$ cat src/core/sas_pkg.sv
// package for the successive-approximation converter sequencer
package sas_pkg;
   localparam int unsigned SAS_CLK_HZ = 40000000;
   localparam logic [3:0] SAS_OFS_CTRL0  = 4'h0;
   localparam logic [3:0] SAS_OFS_CTRL1  = 4'h1;
   localparam logic [3:0] SAS_OFS_STATUS = 4'h2;
   localparam logic [3:0] SAS_OFS_RES0   = 4'h8;
   localparam logic [6:0] SAS_CYC_SH10   = 7'h21;
   localparam logic [6:0] SAS_CYC_SH8    = 7'h1C;
   localparam logic [6:0] SAS_CYC_NS10   = 7'h3B;
   localparam logic [6:0] SAS_CYC_NS8    = 7'h31;
   localparam logic [6:0] SAS_CYC_SAMPLE = 7'h03;
   localparam logic [3:0] SAS_BITS10     = 4'hA;
   localparam logic [3:0] SAS_BITS8      = 4'h8;
   localparam logic [2:0] SAS_ALT_LAST   = 3'h4;
   typedef enum logic [2:0] {
      SAS_MODE_ONESHOT = 3'b000,
      SAS_MODE_REPEAT  = 3'b001,
      SAS_MODE_SWEEP   = 3'b010,
      SAS_MODE_RSWEEP0 = 3'b011,
      SAS_MODE_RSWEEP1 = 3'b100
   } sas_mode_t;
   typedef enum logic [1:0] {
      SAS_DIV1 = 2'b00,
      SAS_DIV2 = 2'b01,
      SAS_DIV4 = 2'b10
   } sas_div_t;
   typedef enum logic [1:0] {
      SAS_ST_IDLE = 2'b00,
      SAS_ST_CONV = 2'b01
   } sas_state_t;
   // ctrl0: [2:0] mode, [5:3] channel, [6] start, [7] group alt
   // ctrl1: [1:0] div, [2] res10, [3] sh en, [4] vref on, [6:5] sweep len
   typedef struct packed {
      logic       alt;
      logic       start;
      logic [2:0] chan;
      sas_mode_t  mode;
   } sas_ctrl0_t;
   typedef struct packed {
      logic [1:0] sweep;
      logic       vref;
      logic       sh;
      logic       res10;
      sas_div_t   div;
   } sas_ctrl1_t;
endpackage

$ cat src/core/sas_seq.sv
// sequencer for the successive-approximation converter
`timescale 1ns/1ps
`default_nettype none
module sas_seq
   import sas_pkg::*;
#(
   parameter int NCH = 8
) (
   input  wire logic        i_sys_clk,
   input  wire logic        i_rstn,
   input  wire logic [3:0]  i_addr,
   input  wire logic [15:0] i_wdata,
   input  wire logic        i_wr,
   input  wire logic        i_rd,
   output logic      [15:0] o_rdata,
   input  wire logic        i_cmp_hi,
   output logic      [2:0]  o_mux_sel,
   output logic             o_mux_alt,
   output logic             o_sample,
   output logic             o_vref_on,
   output logic      [9:0]  o_dac_code,
   output logic             o_conv_irq
);
   sas_ctrl0_t ctrl0_reg, ctrl0_next;
   sas_ctrl1_t ctrl1_reg, ctrl1_next;
   sas_state_t state_reg, state_next;
   logic [1:0] div_reg, div_next;
   logic [6:0] cyc_reg, cyc_next;
   logic [9:0] sar_reg, sar_next;
   logic [3:0] bit_reg, bit_next;
   logic [2:0] ch_reg, ch_next;
   logic [2:0] unsel_reg, unsel_next;
   logic       last_sel_reg, last_sel_next;
   logic       irq_reg, irq_next;
   logic [9:0] res_reg [NCH];
   logic [15:0] rdata_reg, rdata_next;
   logic       tick;
   logic       done;
   logic [6:0] term;
   logic [6:0] sar_start;
   logic [2:0] nsel_last;

   // sweep length code 0..3 selects 2,4,6,8 pins (at most 5 when alt is set); rsweep1 selects 1..4 pins
   function automatic logic [2:0] last_chan(input sas_ctrl0_t c0, input sas_ctrl1_t c1);
      logic [2:0] n;
      n = 3'h0;
      if (c0.mode == SAS_MODE_RSWEEP1) begin
         n = {1'b0, c1.sweep};
      end else begin
         n = {c1.sweep, 1'b1};
      end
      if (c0.alt && n > SAS_ALT_LAST) begin
         n = SAS_ALT_LAST;
      end
      return n;
   endfunction

   // divided conversion clock as a one-cycle enable
   always_comb begin
      div_next = 2'h0;
      // no tick while idle, so a finished conversion never looks like a fresh divider phase
      tick = 1'b0;
      if (state_reg == SAS_ST_CONV) begin
         div_next = div_reg + 2'h1;
         case (ctrl1_reg.div)
            SAS_DIV2: begin
               tick = div_reg[0];
            end
            SAS_DIV4: begin
               tick = (div_reg == 2'h3);
            end
            default: begin
               tick = 1'b1;
            end
         endcase
      end
   end

   // terminal count by resolution and hold
   always_comb begin
      if (ctrl1_reg.sh) begin
         term = ctrl1_reg.res10 ? SAS_CYC_SH10 : SAS_CYC_SH8;
      end else begin
         term = ctrl1_reg.res10 ? SAS_CYC_NS10 : SAS_CYC_NS8;
      end
      // approximation occupies the last cycles of the window
      sar_start = term - 7'(ctrl1_reg.res10 ? SAS_BITS10 : SAS_BITS8);
   end

   // a cleared start flag aborts the conversion with no store
   assign done = (state_reg == SAS_ST_CONV) && ctrl0_reg.start && tick && (cyc_reg == term - 7'h1);
   assign nsel_last = last_chan(ctrl0_reg, ctrl1_reg);

   always_comb begin
      ctrl0_next = ctrl0_reg;
      ctrl1_next = ctrl1_reg;
      state_next = state_reg;
      cyc_next = cyc_reg;
      sar_next = sar_reg;
      bit_next = bit_reg;
      ch_next = ch_reg;
      unsel_next = unsel_reg;
      last_sel_next = last_sel_reg;
      irq_next = irq_reg;
      rdata_next = 16'h0000;
      if (i_wr && i_addr == SAS_OFS_CTRL0) begin
         ctrl0_next = sas_ctrl0_t'(i_wdata[7:0]);
      end
      if (i_wr && i_addr == SAS_OFS_CTRL1) begin
         ctrl1_next = sas_ctrl1_t'(i_wdata[6:0]);
      end
      if (i_wr && i_addr == SAS_OFS_STATUS && i_wdata[0]) begin
         irq_next = 1'b0;
      end
      if (i_rd) begin
         case (i_addr)
            SAS_OFS_CTRL0:  rdata_next = {8'h00, ctrl0_reg};
            SAS_OFS_CTRL1:  rdata_next = {9'h000, ctrl1_reg};
            SAS_OFS_STATUS: rdata_next = {12'h000, ch_reg, irq_reg};
            default: begin
               if (i_addr[3]) begin
                  rdata_next = {6'h00, res_reg[i_addr[2:0]]};
               end
            end
         endcase
      end
      case (state_reg)
         SAS_ST_IDLE: begin
            if (ctrl0_next.start && !ctrl0_reg.start) begin
               state_next = SAS_ST_CONV;
               cyc_next = 7'h00;
               bit_next = 4'h9;
               sar_next = 10'h000;
               last_sel_next = 1'b0;
               unsel_next = 3'h0;
               // one-pin modes use the programmed channel, sweeps begin at 0
               ch_next = (ctrl0_next.mode == SAS_MODE_ONESHOT || ctrl0_next.mode == SAS_MODE_REPEAT)
                         ? ctrl0_next.chan : 3'h0;
            end
         end
         SAS_ST_CONV: begin
            if (!ctrl0_reg.start) begin
               state_next = SAS_ST_IDLE;
            end else if (tick) begin
               cyc_next = cyc_reg + 7'h1;
               // one bit trial per cycle, msb first
               if (cyc_reg >= sar_start) begin
                  sar_next[bit_reg] = i_cmp_hi;
                  if (bit_reg != 4'h0) begin
                     bit_next = bit_reg - 4'h1;
                  end
               end
               if (done) begin
                  cyc_next = 7'h00;
                  bit_next = 4'h9;
                  sar_next = 10'h000;
                  case (ctrl0_reg.mode)
                     SAS_MODE_ONESHOT: begin
                        irq_next = 1'b1;
                        ctrl0_next.start = 1'b0;
                        state_next = SAS_ST_IDLE;
                     end
                     SAS_MODE_SWEEP: begin
                        if (ch_reg == nsel_last) begin
                           irq_next = 1'b1;
                           ctrl0_next.start = 1'b0;
                           state_next = SAS_ST_IDLE;
                        end else begin
                           ch_next = ch_reg + 3'h1;
                        end
                     end
                     SAS_MODE_RSWEEP0: begin
                        ch_next = (ch_reg == nsel_last) ? 3'h0 : ch_reg + 3'h1;
                     end
                     SAS_MODE_RSWEEP1: begin
                        // selected pin, one unselected, back to 0
                        if (last_sel_reg) begin
                           last_sel_next = 1'b0;
                           ch_next = 3'h0;
                        end else if (ch_reg == nsel_last) begin
                           last_sel_next = 1'b1;
                           ch_next = nsel_last + 3'h1 + unsel_reg;
                           if (nsel_last + 3'h1 + unsel_reg == NCH - 1 || (ctrl0_reg.alt && ch_next == SAS_ALT_LAST)) begin
                              unsel_next = 3'h0;
                           end else begin
                              unsel_next = unsel_reg + 3'h1;
                           end
                        end else begin
                           ch_next = ch_reg + 3'h1;
                        end
                     end
                     default: begin
                        ch_next = ch_reg;
                     end
                  endcase
               end
            end
         end
         default: begin
            state_next = SAS_ST_IDLE;
         end
      endcase
   end

   always_ff @(posedge i_sys_clk) begin
      if (!i_rstn) begin
         ctrl0_reg <= '{alt: 1'b0, start: 1'b0, chan: 3'h0, mode: SAS_MODE_ONESHOT};
         ctrl1_reg <= '{sweep: 2'h0, vref: 1'b0, sh: 1'b0, res10: 1'b0, div: SAS_DIV4};
         state_reg <= SAS_ST_IDLE;
         div_reg <= 2'h0;
         cyc_reg <= 7'h00;
         sar_reg <= 10'h000;
         bit_reg <= 4'h9;
         ch_reg <= 3'h0;
         unsel_reg <= 3'h0;
         last_sel_reg <= 1'b0;
         irq_reg <= 1'b0;
         rdata_reg <= 16'h0000;
      end else begin
         ctrl0_reg <= ctrl0_next;
         ctrl1_reg <= ctrl1_next;
         state_reg <= state_next;
         div_reg <= div_next;
         cyc_reg <= cyc_next;
         sar_reg <= sar_next;
         bit_reg <= bit_next;
         ch_reg <= ch_next;
         unsel_reg <= unsel_next;
         last_sel_reg <= last_sel_next;
         irq_reg <= irq_next;
         rdata_reg <= rdata_next;
      end
   end

   // result store; 8-bit results shift to low bits
   always_ff @(posedge i_sys_clk) begin
      if (!i_rstn) begin
         for (int i = 0; i < NCH; i++) begin
            res_reg[i] <= 10'h000;
         end
      end else if (done) begin
         // the last trial bit is still on the comparator in the done cycle
         res_reg[ch_reg] <= ctrl1_reg.res10 ? {sar_reg[9:1], i_cmp_hi} : {2'h0, sar_reg[9:3], i_cmp_hi};
      end
   end

   assign o_rdata = rdata_reg;
   assign o_mux_sel = ch_reg;
   assign o_mux_alt = ctrl0_reg.alt;
   // sample window: first 3 conversion cycles when sh is set, the whole conversion when it is clear
   assign o_sample = (state_reg == SAS_ST_CONV) && (!ctrl1_reg.sh || cyc_reg < SAS_CYC_SAMPLE);
   assign o_vref_on = ctrl1_reg.vref;
   assign o_dac_code = sar_reg | (10'h001 << bit_reg);
   assign o_conv_irq = irq_reg;

   chk_oneshot_stop: assert property (@(posedge i_sys_clk) disable iff (!i_rstn)
      (done && ctrl0_reg.mode == SAS_MODE_ONESHOT) |=> (irq_reg && state_reg == SAS_ST_IDLE && !ctrl0_reg.start))
      else $error("oneshot did not stop");
   chk_repeat_noirq: assert property (@(posedge i_sys_clk) disable iff (!i_rstn)
      (done && ctrl0_reg.mode == SAS_MODE_REPEAT && !irq_reg) |=> !irq_reg)
      else $error("repeat raised request");
   chk_rsweep1_noirq: assert property (@(posedge i_sys_clk) disable iff (!i_rstn)
      (done && ctrl0_reg.mode == SAS_MODE_RSWEEP1 && !irq_reg) |=> !irq_reg)
      else $error("weighted sweep raised request");
   chk_sweep_first: assert property (@(posedge i_sys_clk) disable iff (!i_rstn)
      (state_reg == SAS_ST_IDLE && state_next == SAS_ST_CONV && ctrl0_next.mode == SAS_MODE_SWEEP) |=> ch_reg == 3'h0)
      else $error("sweep not from channel 0");
   chk_sample_len: assert property (@(posedge i_sys_clk) disable iff (!i_rstn)
      (state_reg == SAS_ST_CONV && ctrl1_reg.sh && cyc_reg >= SAS_CYC_SAMPLE) |-> !o_sample)
      else $error("sample window too long");
   chk_term_count: assert property (@(posedge i_sys_clk) disable iff (!i_rstn)
      done |-> (cyc_reg + 7'h1 == (ctrl1_reg.sh ? (ctrl1_reg.res10 ? SAS_CYC_SH10 : SAS_CYC_SH8)
                                               : (ctrl1_reg.res10 ? SAS_CYC_NS10 : SAS_CYC_NS8)))
               && (bit_reg == (ctrl1_reg.res10 ? 4'h0 : 4'h2)))
      else $error("wrong conversion length");
   chk_div_four: assert property (@(posedge i_sys_clk) disable iff (!i_rstn)
      (tick && state_reg == SAS_ST_CONV && ctrl1_reg.div == SAS_DIV4) |=> !tick [*3])
      else $error("divide by four broken");
   chk_res_eight: assert property (@(posedge i_sys_clk) disable iff (!i_rstn)
      (done && !ctrl1_reg.res10) |=> res_reg[$past(ch_reg)][9:8] == 2'h0)
      else $error("8-bit result not in low bits");
   cov_oneshot: cover property (@(posedge i_sys_clk) done && ctrl0_reg.mode == SAS_MODE_ONESHOT);
   cov_sweep_end: cover property (@(posedge i_sys_clk) done && ctrl0_reg.mode == SAS_MODE_SWEEP && irq_next);
   cov_rsweep1: cover property (@(posedge i_sys_clk) done && last_sel_reg);
endmodule
`default_nettype wire

$ cat config.mk
export PLATFORM = sky130hd
export DESIGN_NAME = sas_seq
export DESIGN_NICKNAME = d
export VERILOG_FILES = /design/src/core/sas_pkg.sv /design/src/core/sas_seq.sv
export SDC_FILE = /design/constraint.sdc
export NUM_CORES = 1
export LEC_CHECK = 0
export BUFFER_PORTS_ARGS = -buffer_cell sky130_fd_sc_hd__buf_4
export CORE_AREA = 2 2 97 145
export DETAILED_ROUTE_END_ITERATION = 6
export DIE_AREA = 0 0 99 147
export GPL_TIMING_DRIVEN = 0
export PLACE_DENSITY = 0.74
export RECOVER_POWER = 100
export SYNTH_ARGS = -nofsm -noshare
export SYNTH_HDL_FRONTEND = slang
export SYNTH_SLANG_ARGS = --single-unit
export TNS_END_PERCENT = 50
$ cat constraint.sdc
create_clock -name i_sys_clk -period 3.9 [get_ports i_sys_clk]
set_input_delay 0.39 -clock i_sys_clk [delete_from_list [all_inputs] [get_ports i_sys_clk]]
set_output_delay 0.39 -clock i_sys_clk [all_outputs]
set_load 0.05 [all_outputs]
Word level (Yosys, flattened, before mapping)

Memories as Yosys holds them, arrays and structs flattened.
Index checks and enable logic that the tools add are counted.
W data, S select, Z words.

Flip-flop bits (word level): 64
Memory bits (writable): 80
Memories: 1

Memory list:

| name    | depth | bits a word | read ports | clocked after Yosys merged registers in | write ports | line          | source |
|---|---|---|---|---|---|---|---|
| res_reg | 8     | 10          | 1          | 0                                       | 8           | sas_seq.sv:35 | `logic [9:0] res_reg [NCH];` |

Add/subtract/negate cells: 11
$lt $le $gt $ge: 5
Equal/unequal tests: 29
Shifts and indexed selects: 1
Multiplexer cells: 88
Bitwise operators: 1
Reduce and logical (&&, ||, !) cells: 33

Operators with widths:

| kind                   | number |
|---|---|
| $mux W10               | 8 |
| $mux W3                | 20 |
| $mux W7                | 5 |
| $pmux W10 S3           | 1 |
| $mux W4                | 7 |
| $mux W1                | 25 |
| $pmux W10 S2           | 1 |
| $pmux W7 S2            | 1 |
| $logic_and A1 B1 Y1    | 12 |
| $mux W2                | 6 |
| $mux W6                | 2 |
| $pmux W3 S2            | 2 |
| $reduce_and A6 Y1      | 2 |
| $bwmux W10             | 1 |
| $ne A2 B2 Y1 const B   | 5 |
| $or A10 B10 Y10        | 1 |
| $reduce_and A5 Y1      | 2 |
| $reduce_or A10 Y1      | 1 |
| $shl A1 B4 Y10 const A | 1 |
| $add A3 B1 Y3 const B  | 3 |
| $ne A3 B3 Y1 const B   | 3 |
| $pmux W3 S3            | 1 |
| $pmux W1 S2            | 4 |
| $pmux W2 S2            | 2 |
| 41 further kinds       | 52 |

Depth between registers and ports, before layout

Gate-level depths: netlist (run 1).

Depth in word-level cells: 18
Depth in mapped cells: 13
Mapped depth without buffers: 12

Worst setup path after synthesis (run 1)

No wires, ideal clock.

Kind: register to register
Start point: register ctrl1_reg[2] (netlist bit)
End point: memory res_reg[3][0] (enable)
Setup time: 340 ps
Data arrival time: 3,055 ps
Data required time: 3,560 ps
Slack: 505 ps
Cell stages (with the launch flop): 13
Buffers on the path: 2
Path through: dfxtp_1 > buf_1 > inv_1 > ha_1 > inv_1 > ha_1 > nand4b_1 > a211oi_2 > and3_1 > nand2_1 > or2_2 > clkbuf_1 > nand2_1

RTL lines:

| element                | line           | source |
|---|---|---|
| from (decl)            | sas_seq.sv:25  | `sas_ctrl1_t ctrl1_reg, ctrl1_next;` |
| from (signal assigned) | sas_seq.sv:208 | `ctrl1_reg <= '{sweep: 2'h0, vref: 1'b0, sh: 1'b0, res10: 1'b0, div: SAS_DIV4};` |
| from (signal assigned) | sas_seq.sv:221 | `ctrl1_reg <= ctrl1_next;` |
| to (decl)              | sas_seq.sv:35  |  |

==> metrics.cfg, run 1 <==
[status]
outcome=finished clean

[worst_setup_path]
worst-setup-path-type=reg2reg
r2r-end=res_reg[1][7]
r2r_slack_ns=0.12
critPathLaunchType=flop
crit_slowest_cell=dfxtp_1
crit_family=simple AND/OR/NAND/NOR gates
crit_path_cell_trace=clkbuf_4 -> inv_1 -> ha_1 -> inv_1 -> ha_1 -> nand4b_1 -> a211oi_4 -> nand3_1 -> or3_1 -> clkbuf_1 -> nand2_2
critical_path.max_fanout=10
reg2reg_from=ctrl1_reg[2]
crit_cells=11
critical_path_sink_type=flop
worstPathBufferInverterCount=4
cp.required_ns=4.00
worstPathArrival_ns=3.87
critical-path-max-stage-delay_ns=0.48
r2r_cells=11

[detailed_routing]
avgViaCountPerCell=5.91
detail_route.drc_violations=0
initial_drt_markers=404
first_pass_iters=5
route.final.wire_length_um=17500
routed_length_per_instance_um=19.2
route.antenna.remaining_nets=0
num_vias=5390

[logic_synthesis]
synth_adder_area_share=0.0483
compound_gate_portion_of_the_synthesized_area=0.106
synth_xor_area_frac=0.0221
syn_avg_cell_area_um2=10.7
async_reset_ff_frac=0
ys.flop_type=edfxtp_1
post_synth_num_cell_types=70
synth_top_family_by_area=simple AND/OR/NAND/NOR gates
yosysWarnings=0
synth_seq_cells=137
synth-simple-area-share=0.177
post_synth_edffs=80
syn-cell-area_um2=7150
postSynthCellCount=671
yosysSeqAreaShare=0.496
muxShareOfSynthArea=0.109

[die]
dieHeight_um=147
floorplan.die_area_um2=14600
placement_rows=52
core_area_um2=13300
initial_core_util=0.536
die_width_um=99
io_pins=58

[place]
gpl.final_weighted_congestion=0.874
dpl_cell_area_um2=7690
portBuffers=42
dpl.cell_count=880
post-dp-hpwl_um=12700

[cells_and_area]
largest_reg_flops=80
nets=789
diodes=0
commonest_cells_after_routing_fill_and_taps_aside=nor2_1, edfxtp_1, nand2_1, dfxtp_1, clkbuf_1
final_area_um2=8170
synthToLayoutAreaGrowth_pct=14.3
layout-drive-gt1-share=0.160
final_cells=912
layout_commonest_cell=nor2_1

[cts]
root_buffer=clkbuf_16
cts_tree=yes
clkSlewWorstSetupHoldPaths_ns=0.07
worstSkewPairLatency_ns=0.42
cts_hold_buf=0
tritoncts.num_buffers=17
tritoncts_num_sinks=137
cts.htree.levels=4
cts.path.max_buffers=2
cts_post_setup_buffers_inserted=0

[timing]
timing.max_slew.rel_slack=0.460
grt_setup_unrepaired=yes
fmax_ghz=0.265
finalClockSkew_ns=0.00832
post-route-min-period_ns=3.78
timing_worst_slew_pin_value_ns=0.804
timing.hold.ws_ns=0.226
final-hold-violation-count=0
timing_max_transition_violations_final=0
setup_viol=0
post-route-period-util=0.969

[global_routing]
antenna_found_initial=0
first_global_vias=5390
total_overflow_reported_by_the_global_router=0
grt_first_pass_wirelength_um=27500
grt_util_all_layers=0.243
pin_count_of_the_biggest_net_entering_global_routing=17

[pwr]
power.ir.vdd_worst_mv=0.371
pwr_density_cell_nw_per_um2=411
power.leakage_nw=2.93

[hold_path]
worst_hold_path.num_cells=3
min_from=i_wdata[7]
worst_hold_path.endpoint=o_mux_alt
worst_hold_path_type=in2reg

[flow_run]
cap_violations=0

timing repair:
action | in CTS | in global routing
gates cloned | 0 | 0
hold endpoints to repair | 0 | 0
setup endpoints to repair | 80 | 80
pin swaps | 0 | 0
resized for setup | 4 | 6
logic make-up (layout without fill, tap and decap cells):
| group | after synthesis | count (layout) |
|---|---|---|
| fa+ha+maj | 27 | 27 |
| other cells | 1 | 6 |
| mux | 51 | 51 |
| buf+inv | 65 | 139 |
| flops | 137 | 137 |
| xor+xnor | 18 | 18 |
| compound gates | 100 | 100 |
| simple gates | 272 | 272 |
per-stage QoR:
| step | utilization | TNS (ns) | power [W] | setup slack [ns] |
|---|---|---|---|---|
| detailed placement | 0.576 | -21.10 | 0.00184 | -0.431 |
| CTS | 0.620 | 0 | 0.00336 | 0.00902 |
| finish | 0.613 | 0 | 0.00336 | 0.123 |
| global placement | 0.576 | -14.36 | 0.00183 | -0.385 |
| floorplan | - | 0 | 0.00176 | 0.505 |
| global route | 0.613 | -0.982 | 0.00343 | -0.0475 |
tightest hold or removal path, stage by stage:
cell	delay [ns]
buf_4	0.11
nand2_1	0.04
a21boi_0	0.06
synthesized netlist by cell type (4+ instances only):
library cell	number	area, um^2
nor2_1	111	417
edfxtp_1	80	2400
nand2_1	68	255
dfxtp_1	57	1140
ha_1	26	325
o21ai_0	24	120
inv_1	23	86.3
clkbuf_1	21	78.8
mux4_2	20	450
mux2i_1	19	190
nand3_1	16	80.1
nor2b_1	12	75.1
and2_1	11	68.8
mux2_2	11	124
or2_2	11	68.8
xor2_1	11	96.3
a21oi_1	10	50.1
a32o_1	10	100
buf_2	8	40.0
nor3_1	8	40.0
a21boi_0	7	52.6
a22oi_1	7	52.6
and3_1	7	43.8
buf_4	7	52.6
xnor2_1	7	61.3
nand4_1	6	37.5
o21ai_1	5	25.0
buf_1	4	15.0
per-layer routing:
layer	up-vias	track usage	wire length, um
li1	2539	-	-
met1	2604	0.288	6850
met2	211	0.421	9070
met3	36	0.0538	931
met4	0	0.107	607
met5	-	0	0
area by class of cell:
cell class | count | area, um^2
Multi-Input combinational cell | 474 | 3350
Clock buffer | 17 | 425
Sequential cell | 137 | 3540
Inverter | 23 | 86.3
Timing Repair Buffer | 42 | 206
Clock inverter | 15 | 145
Tap cell | 162 | 203
Buffer | 42 | 210
Fill cell | 1090 | 5170
how the worst max path moves through the flow:
| stage | start | endpoint | slack (ns) |
|---|---|---|---|
| floorplan | ctrl1_reg[2] | res_reg[3][0] | 0.51 |
| global placement | ctrl1_reg[2] | res_reg[3][4] | -0.39 |
| detailed placement | ctrl1_reg[2] | res_reg[3][4] | -0.43 |
| CTS | ctrl1_reg[2] | res_reg[5][8] | 0.009 |
| global route | ctrl1_reg[2] | res_reg[3][9] | -0.05 |
| finish | ctrl1_reg[2] | res_reg[1][7] | 0.12 |
power by group:
group	total (W)	switching (W)	leakage [nW]	internal (W)
registers	0.00159	0.0000168	1.23	0.00157
logic	0.000218	0.000136	1.44	0.0000820
clock network	0.00155	0.000664	0.271	0.000886
total	0.00336	0.000817	2.93	0.00254
(Power assumes the default switching activity.)
==> inputs of run 2 (changes only) <==
--- a/config.mk
+++ b/config.mk
@@ -6,11 +6,13 @@
 export NUM_CORES = 1
 export LEC_CHECK = 0
 export BUFFER_PORTS_ARGS = -buffer_cell sky130_fd_sc_hd__buf_4
-export CORE_AREA = 2 2 97 145
+export CELL_PAD_IN_SITES_DETAIL_PLACEMENT = 0
+export CELL_PAD_IN_SITES_GLOBAL_PLACEMENT = 2
+export CORE_AREA = 2 2 113 169
 export DETAILED_ROUTE_END_ITERATION = 6
-export DIE_AREA = 0 0 99 147
+export DIE_AREA = 0 0 115 171
 export GPL_TIMING_DRIVEN = 0
-export PLACE_DENSITY = 0.74
+export PLACE_DENSITY = 0.8
 export RECOVER_POWER = 100
 export SYNTH_ARGS = -nofsm -noshare
 export SYNTH_HDL_FRONTEND = slang
==> constraint.sdc (replaced) <==
create_clock -name i_sys_clk -period 3.55 [get_ports i_sys_clk]
set_input_delay 0.355 -clock i_sys_clk [delete_from_list [all_inputs] [get_ports i_sys_clk]]
set_output_delay 0.355 -clock i_sys_clk [all_outputs]
set_load 0.05 [all_outputs]
==> run 2 against run 1 <==
Against the previous run: critical path depth decreased by 3; via count decreased by 1.3%; clock-buffer cell count increased by 2; flip-flop and latch count unchanged; combinational power increased by 11%; die area increased by 35%; hold slack got worse by 0.039 ns; final cell count increased by 6.1%; design area increased by 1.1%; first-iteration DRC count decreased by 44%; non-clock buffer count decreased by 2; clock power increased by 14%.
==> metrics.cfg, run 2 (synthesis results as in run 1) <==
[cells_and_area]
synthToLayoutAreaGrowth_pct=15.6
commonest_cells_after_routing_fill_and_taps_aside=nor2_1, edfxtp_1, nand2_1, dfxtp_1, clkbuf_1
multi_input_area_um2=3360
final_util=0.451
final_cells=968
layout-drive-gt1-share=0.162
largest_reg_flops=80
diodes=0
nets=787
seqCellArea_um2=3540
num-fill-cells=1776
layout_commonest_cell=nor2_1

[worst_setup_path]
worst-setup-path-type=reg2reg
reg2reg_from=ctrl1_reg[3]
r2r_slack_ns=0.18
cp.required_ns=3.67
critPathLaunchType=flop
critical_path_sink_type=flop
worstPathArrival_ns=3.48
critical_path.max_fanout=11
r2r-end=res_reg[1][1]
r2r_cells=8

[die]
initial_core_util=0.390
core_area_um2=18300
floorplan.die_area_um2=19700
die_width_um=115
dieHeight_um=171
io_pins=58
placement_rows=61

[place]
gpl.final_weighted_congestion=0.872
dpl.cell_count=938
portBuffers=42
post-dp-hpwl_um=14500

[hold_path]
min_from=i_wdata[7]
worst_hold_path.num_cells=3
worst_hold_path_type=in2reg
worst_hold_path.endpoint=o_mux_alt

[timing]
timing_worst_slew_pin_value_ns=1.05
finalClockSkew_ns=0.00872
post-route-min-period_ns=3.37
fmax_ghz=0.297
grt_setup_unrepaired=no
setup_viol=0
final-hold-violation-count=0
timing.hold.ws_ns=0.186
timing_max_transition_violations_final=0
timing.max_slew.rel_slack=0.302
post-route-period-util=0.948

[flow_run]
cap_violations=0

[cts]
tritoncts.num_buffers=17
cts_post_setup_buffers_inserted=0
cts_tree=yes
root_buffer=clkbuf_16
cts.htree.levels=4
worstSkewPairLatency_ns=0.43
clkSlewWorstSetupHoldPaths_ns=0.07
tritoncts_num_sinks=137
cts.path.max_buffers=2

[pwr]
pwr_density_cell_nw_per_um2=454
power.ir.vdd_worst_mv=0.329
p_clk_frac=0.471
cellInternalPower_w=0.00284
power.leakage_nw=2.94
total_switching_power_w=0.000912
totalPowerFinal_w=0.00375
share_comb_of_total_power=0.065
seq_power_share=0.465
sw_share=0.243

[detailed_routing]
detail_route.drc_violations=0
route.antenna.remaining_nets=0
avgViaCountPerCell=5.49
first_pass_iters=5
route.final.wire_length_um=19800
initial_drt_markers=228
num_vias=5319
routed_length_per_instance_um=20.4

[global_routing]
grt_first_pass_wirelength_um=30800
antenna_found_initial=0
first_global_vias=5547
total_overflow_reported_by_the_global_router=0
grt_util_all_layers=0.212
pin_count_of_the_biggest_net_entering_global_routing=17

[status]
outcome=finished clean

-- run 2: area by class of cell --
class / instances / share of cell area
Buffer: 40 / 0.0247
Clock buffer: 19 / 0.0548
Clock inverter: 13 / 0.0162
Inverter: 23 / 0.0104
Multi-Input combinational cell: 474 / 0.407
Sequential cell: 137 / 0.429
Tap cell: 220 / 0.0333
Timing Repair Buffer: 42 / 0.0250
-- run 2: power groups by stage --
stage / Combinational (W) / Sequential (W) / Clock, W
finish: 0.000243 / 0.00174 / 0.00177
global route: 0.000259 / 0.00175 / 0.00186
CTS: 0.000252 / 0.00174 / 0.00179
detailed placement: 0.000247 / 0.00178 / 0
global placement: 0.000247 / 0.00177 / 0
floorplan: 0.000151 / 0.00179 / 0
-- run 2: timing repair --
action | 4_1_cts | 5_1_grt
hold buffers | 0 | 0
pin swaps | 1 | 0
resized for setup | 17 | 10
setup endpoints to repair | 174 | 80
-- run 2: metal layers --
layer | global-route usage | up-vias | share of wire
li1 | - | 2532 | -
met1 | 0.237 | 2620 | 0.38
met2 | 0.400 | 137 | 0.55
met3 | 0.0308 | 30 | 0.040
met4 | 0.0781 | 0 | 0.024
met5 | 0 | - | 0
-- run 2: how the worst max path moves through the flow --
stage,cells after the start,to,from
6_report,8,res_reg[1][1],ctrl1_reg[3]
3_3_place_gp,12,res_reg[3][4],ctrl1_reg[2]
3_5_place_dp,12,res_reg[3][4],ctrl1_reg[2]
5_1_grt,10,res_reg[1][1],ctrl1_reg[2]
2_1_floorplan,12,res_reg[3][0],ctrl1_reg[2]
4_1_cts,12,res_reg[4][5],ctrl1_reg[2]
-- run 2: per-stage QoR --
stage	TNS [ns]	worst slack [ns]	area, um^2
2_1_floorplan	0	0.155	7170
3_3_place_gp	-72.05	-0.863	7760
3_5_place_dp	-78.14	-0.902	7760
4_1_cts	0	0.00450	8400
5_1_grt	0	0.0192	8270
6_report	0	0.185	8270
-- run 2: worst max-delay path, cell delays in order, from the launching register on --
cell	delay, ns
dfxtp_1	0.57
ha_1	0.35
inv_1	0.07
ha_1	0.28
nand4b_1	0.25
a211oi_4	0.32
nand3_1	0.22
or3_1	0.68
nand2_4	0.29
==> inputs of run 3 (changes only) <==
--- a/config.mk
+++ b/config.mk
@@ -14,6 +14,7 @@
 export GPL_TIMING_DRIVEN = 0
 export PLACE_DENSITY = 0.8
 export RECOVER_POWER = 100
+export SETUP_SLACK_MARGIN = 0.5
 export SYNTH_ARGS = -nofsm -noshare
 export SYNTH_HDL_FRONTEND = slang
 export SYNTH_SLANG_ARGS = --single-unit
==> run 3 against run 2 <==
Against the previous run: register-to-register slack improved by 0.17 ns; routed wire length is 1.8% higher; clock skew down 0.0015 ns; clock power rose by 3%; sequential share of layout area decreased by 0.93 points; power rose by 1.5%; final cell count is 0.72% higher; combinational power up 2%; global-route usage is 0.12 points lower; hold slack gained 0.014 ns; non-clock buffer count grew 6.
==> metrics.cfg, run 3 (synthesis results as in run 1) <==
[status]
outcome=finished clean

[global_routing]
grt_util_all_layers=0.211
first_global_vias=5487
antenna_found_initial=0
pin_count_of_the_biggest_net_entering_global_routing=17
total_overflow_reported_by_the_global_router=0
grt_first_pass_wirelength_um=30700

[pwr]
power.leakage_nw=3.02
sw_share=0.231
seq_power_share=0.458
total_switching_power_w=0.000880
cellInternalPower_w=0.00293
p_clk_frac=0.477
share_comb_of_total_power=0.065
power.ir.vdd_worst_mv=0.336
pwr_density_cell_nw_per_um2=450

[detailed_routing]
metal3_wl_um=559
wl_met1_um=7760
detail_route.drc_violations=0
route.final.wire_length_um=20100
num_vias=5278
topRoutingLayerUsed=met4
avgViaCountPerCell=5.41
first_pass_iters=4
route.antenna.remaining_nets=0
met2_length_um=11200
initial_drt_markers=297
routed_length_per_instance_um=20.6

[place]
dpl_cell_area_um2=7770
dpl.cell_count=938
portBuffers=42
post-dp-hpwl_um=14700
gpl.final_weighted_congestion=0.839

[timing]
timing.max_slew.rel_slack=0.310
final-hold-violation-count=0
setup-tns-final_ns=0
finalClockSkew_ns=0.00725
fmax_ghz=0.313
grt_setup_unrepaired=yes
post-route-min-period_ns=3.20
post-route-period-util=0.901
setup_viol=0
timing.hold.ws_ns=0.200
timing_worst_slew_pin_value_ns=1.01
timing_max_transition_violations_final=0

[cells_and_area]
layout_commonest_cell=nor2_1
seqCellArea_um2=3550
num-fill-cells=1780
synthToLayoutAreaGrowth_pct=18.3
multi_input_area_um2=3460
final_cells=975
commonest_cells_after_routing_fill_and_taps_aside=nor2_1, edfxtp_1, nand2_1, dfxtp_1, clkbuf_1
diodes=0
nets=794
layout-drive-gt1-share=0.177
final_util=0.462
largest_reg_flops=80
final_area_um2=8460

[die]
initial_core_util=0.390
io_pins=58
dieHeight_um=171
placement_rows=61
floorplan.die_area_um2=19700
core_area_um2=18300
die_width_um=115

[cts]
cts.path.max_buffers=2
tritoncts.num_buffers=17
tritoncts_num_sinks=137
cts_tree=yes
cts_hold_buf=0
root_buffer=clkbuf_16
clkSlewWorstSetupHoldPaths_ns=0.06
worstSkewPairLatency_ns=0.42
cts.htree.levels=4

[worst_setup_path]
worstPathArrival_ns=3.29
critical_path_sink_type=flop
worst-setup-path-type=reg2reg
critPathLaunchType=flop
cp.required_ns=3.64
critical_path.max_fanout=11

[flow_run]
cap_violations=0

[hold_path]
worst_hold_path_type=in2reg

run 3: critical path, stage by stage (launching register included):
cell,delay [ns]
dfxtp_4,0.37
buf_8,0.16
inv_1,0.16
ha_4,0.19
inv_1,0.05
ha_1,0.28
nand4b_1,0.25
a211oi_4,0.26
and3_1,0.29
nand2_1,0.10
or2_2,0.34
clkbuf_8,0.19
nand2_1,0.24
run 3: metal layers:
layer,vias to the layer above,global-route usage
li1,2541,-
met1,2608,0.230
met2,100,0.398
met3,29,0.0375
met4,0,0.0812
met5,-,0
run 3: area by class of cell:
cell class	count	share of cell area
inverter	23	0.0102
tap	220	0.0325
buffer	42	0.0305
multi-input combinational	475	0.409
clock buffer	18	0.0507
clock inverter	14	0.0203
timing repair buffer	46	0.0275
sequential	137	0.420
run 3: stage by stage:
step / worst slack, ns / power [W]
after floorplan: 0.557 / 0.00194
after global placement: -0.398 / 0.00202
after detailed placement: -0.430 / 0.00203
after CTS: 0.435 / 0.00385
after global routing: 0.242 / 0.00392
final: 0.352 / 0.00381
run 3: power groups by stage:
stage               clock network (W)  logic [W]  registers, W
floorplan                           0   0.000152       0.00179
global placement                    0   0.000248       0.00177
detailed placement                  0   0.000249       0.00178
global route                  0.00190   0.000266       0.00175
CTS                           0.00184   0.000258       0.00174
finish                        0.00182   0.000249       0.00174
run 3: repair_timing:
item,CTS,global route
cloned,1,0
resized for setup,44,15
pin swaps,2,4
setup endpoints to repair,179,94
buffers inserted,2,2
run 3: worst paths after layout:
path | from | to | slack (ns) | cells after the start
setup reg to reg | ctrl1_reg[2] | res_reg[3][6] | 0.35 | 12
hold reg to reg | div_reg[0] | div_reg[0] | 0.45 | 1
setup / recovery | ctrl1_reg[2] | res_reg[3][6] | 0.35 | 12
hold / removal | i_wdata[7] | o_mux_alt | 0.20 | 3
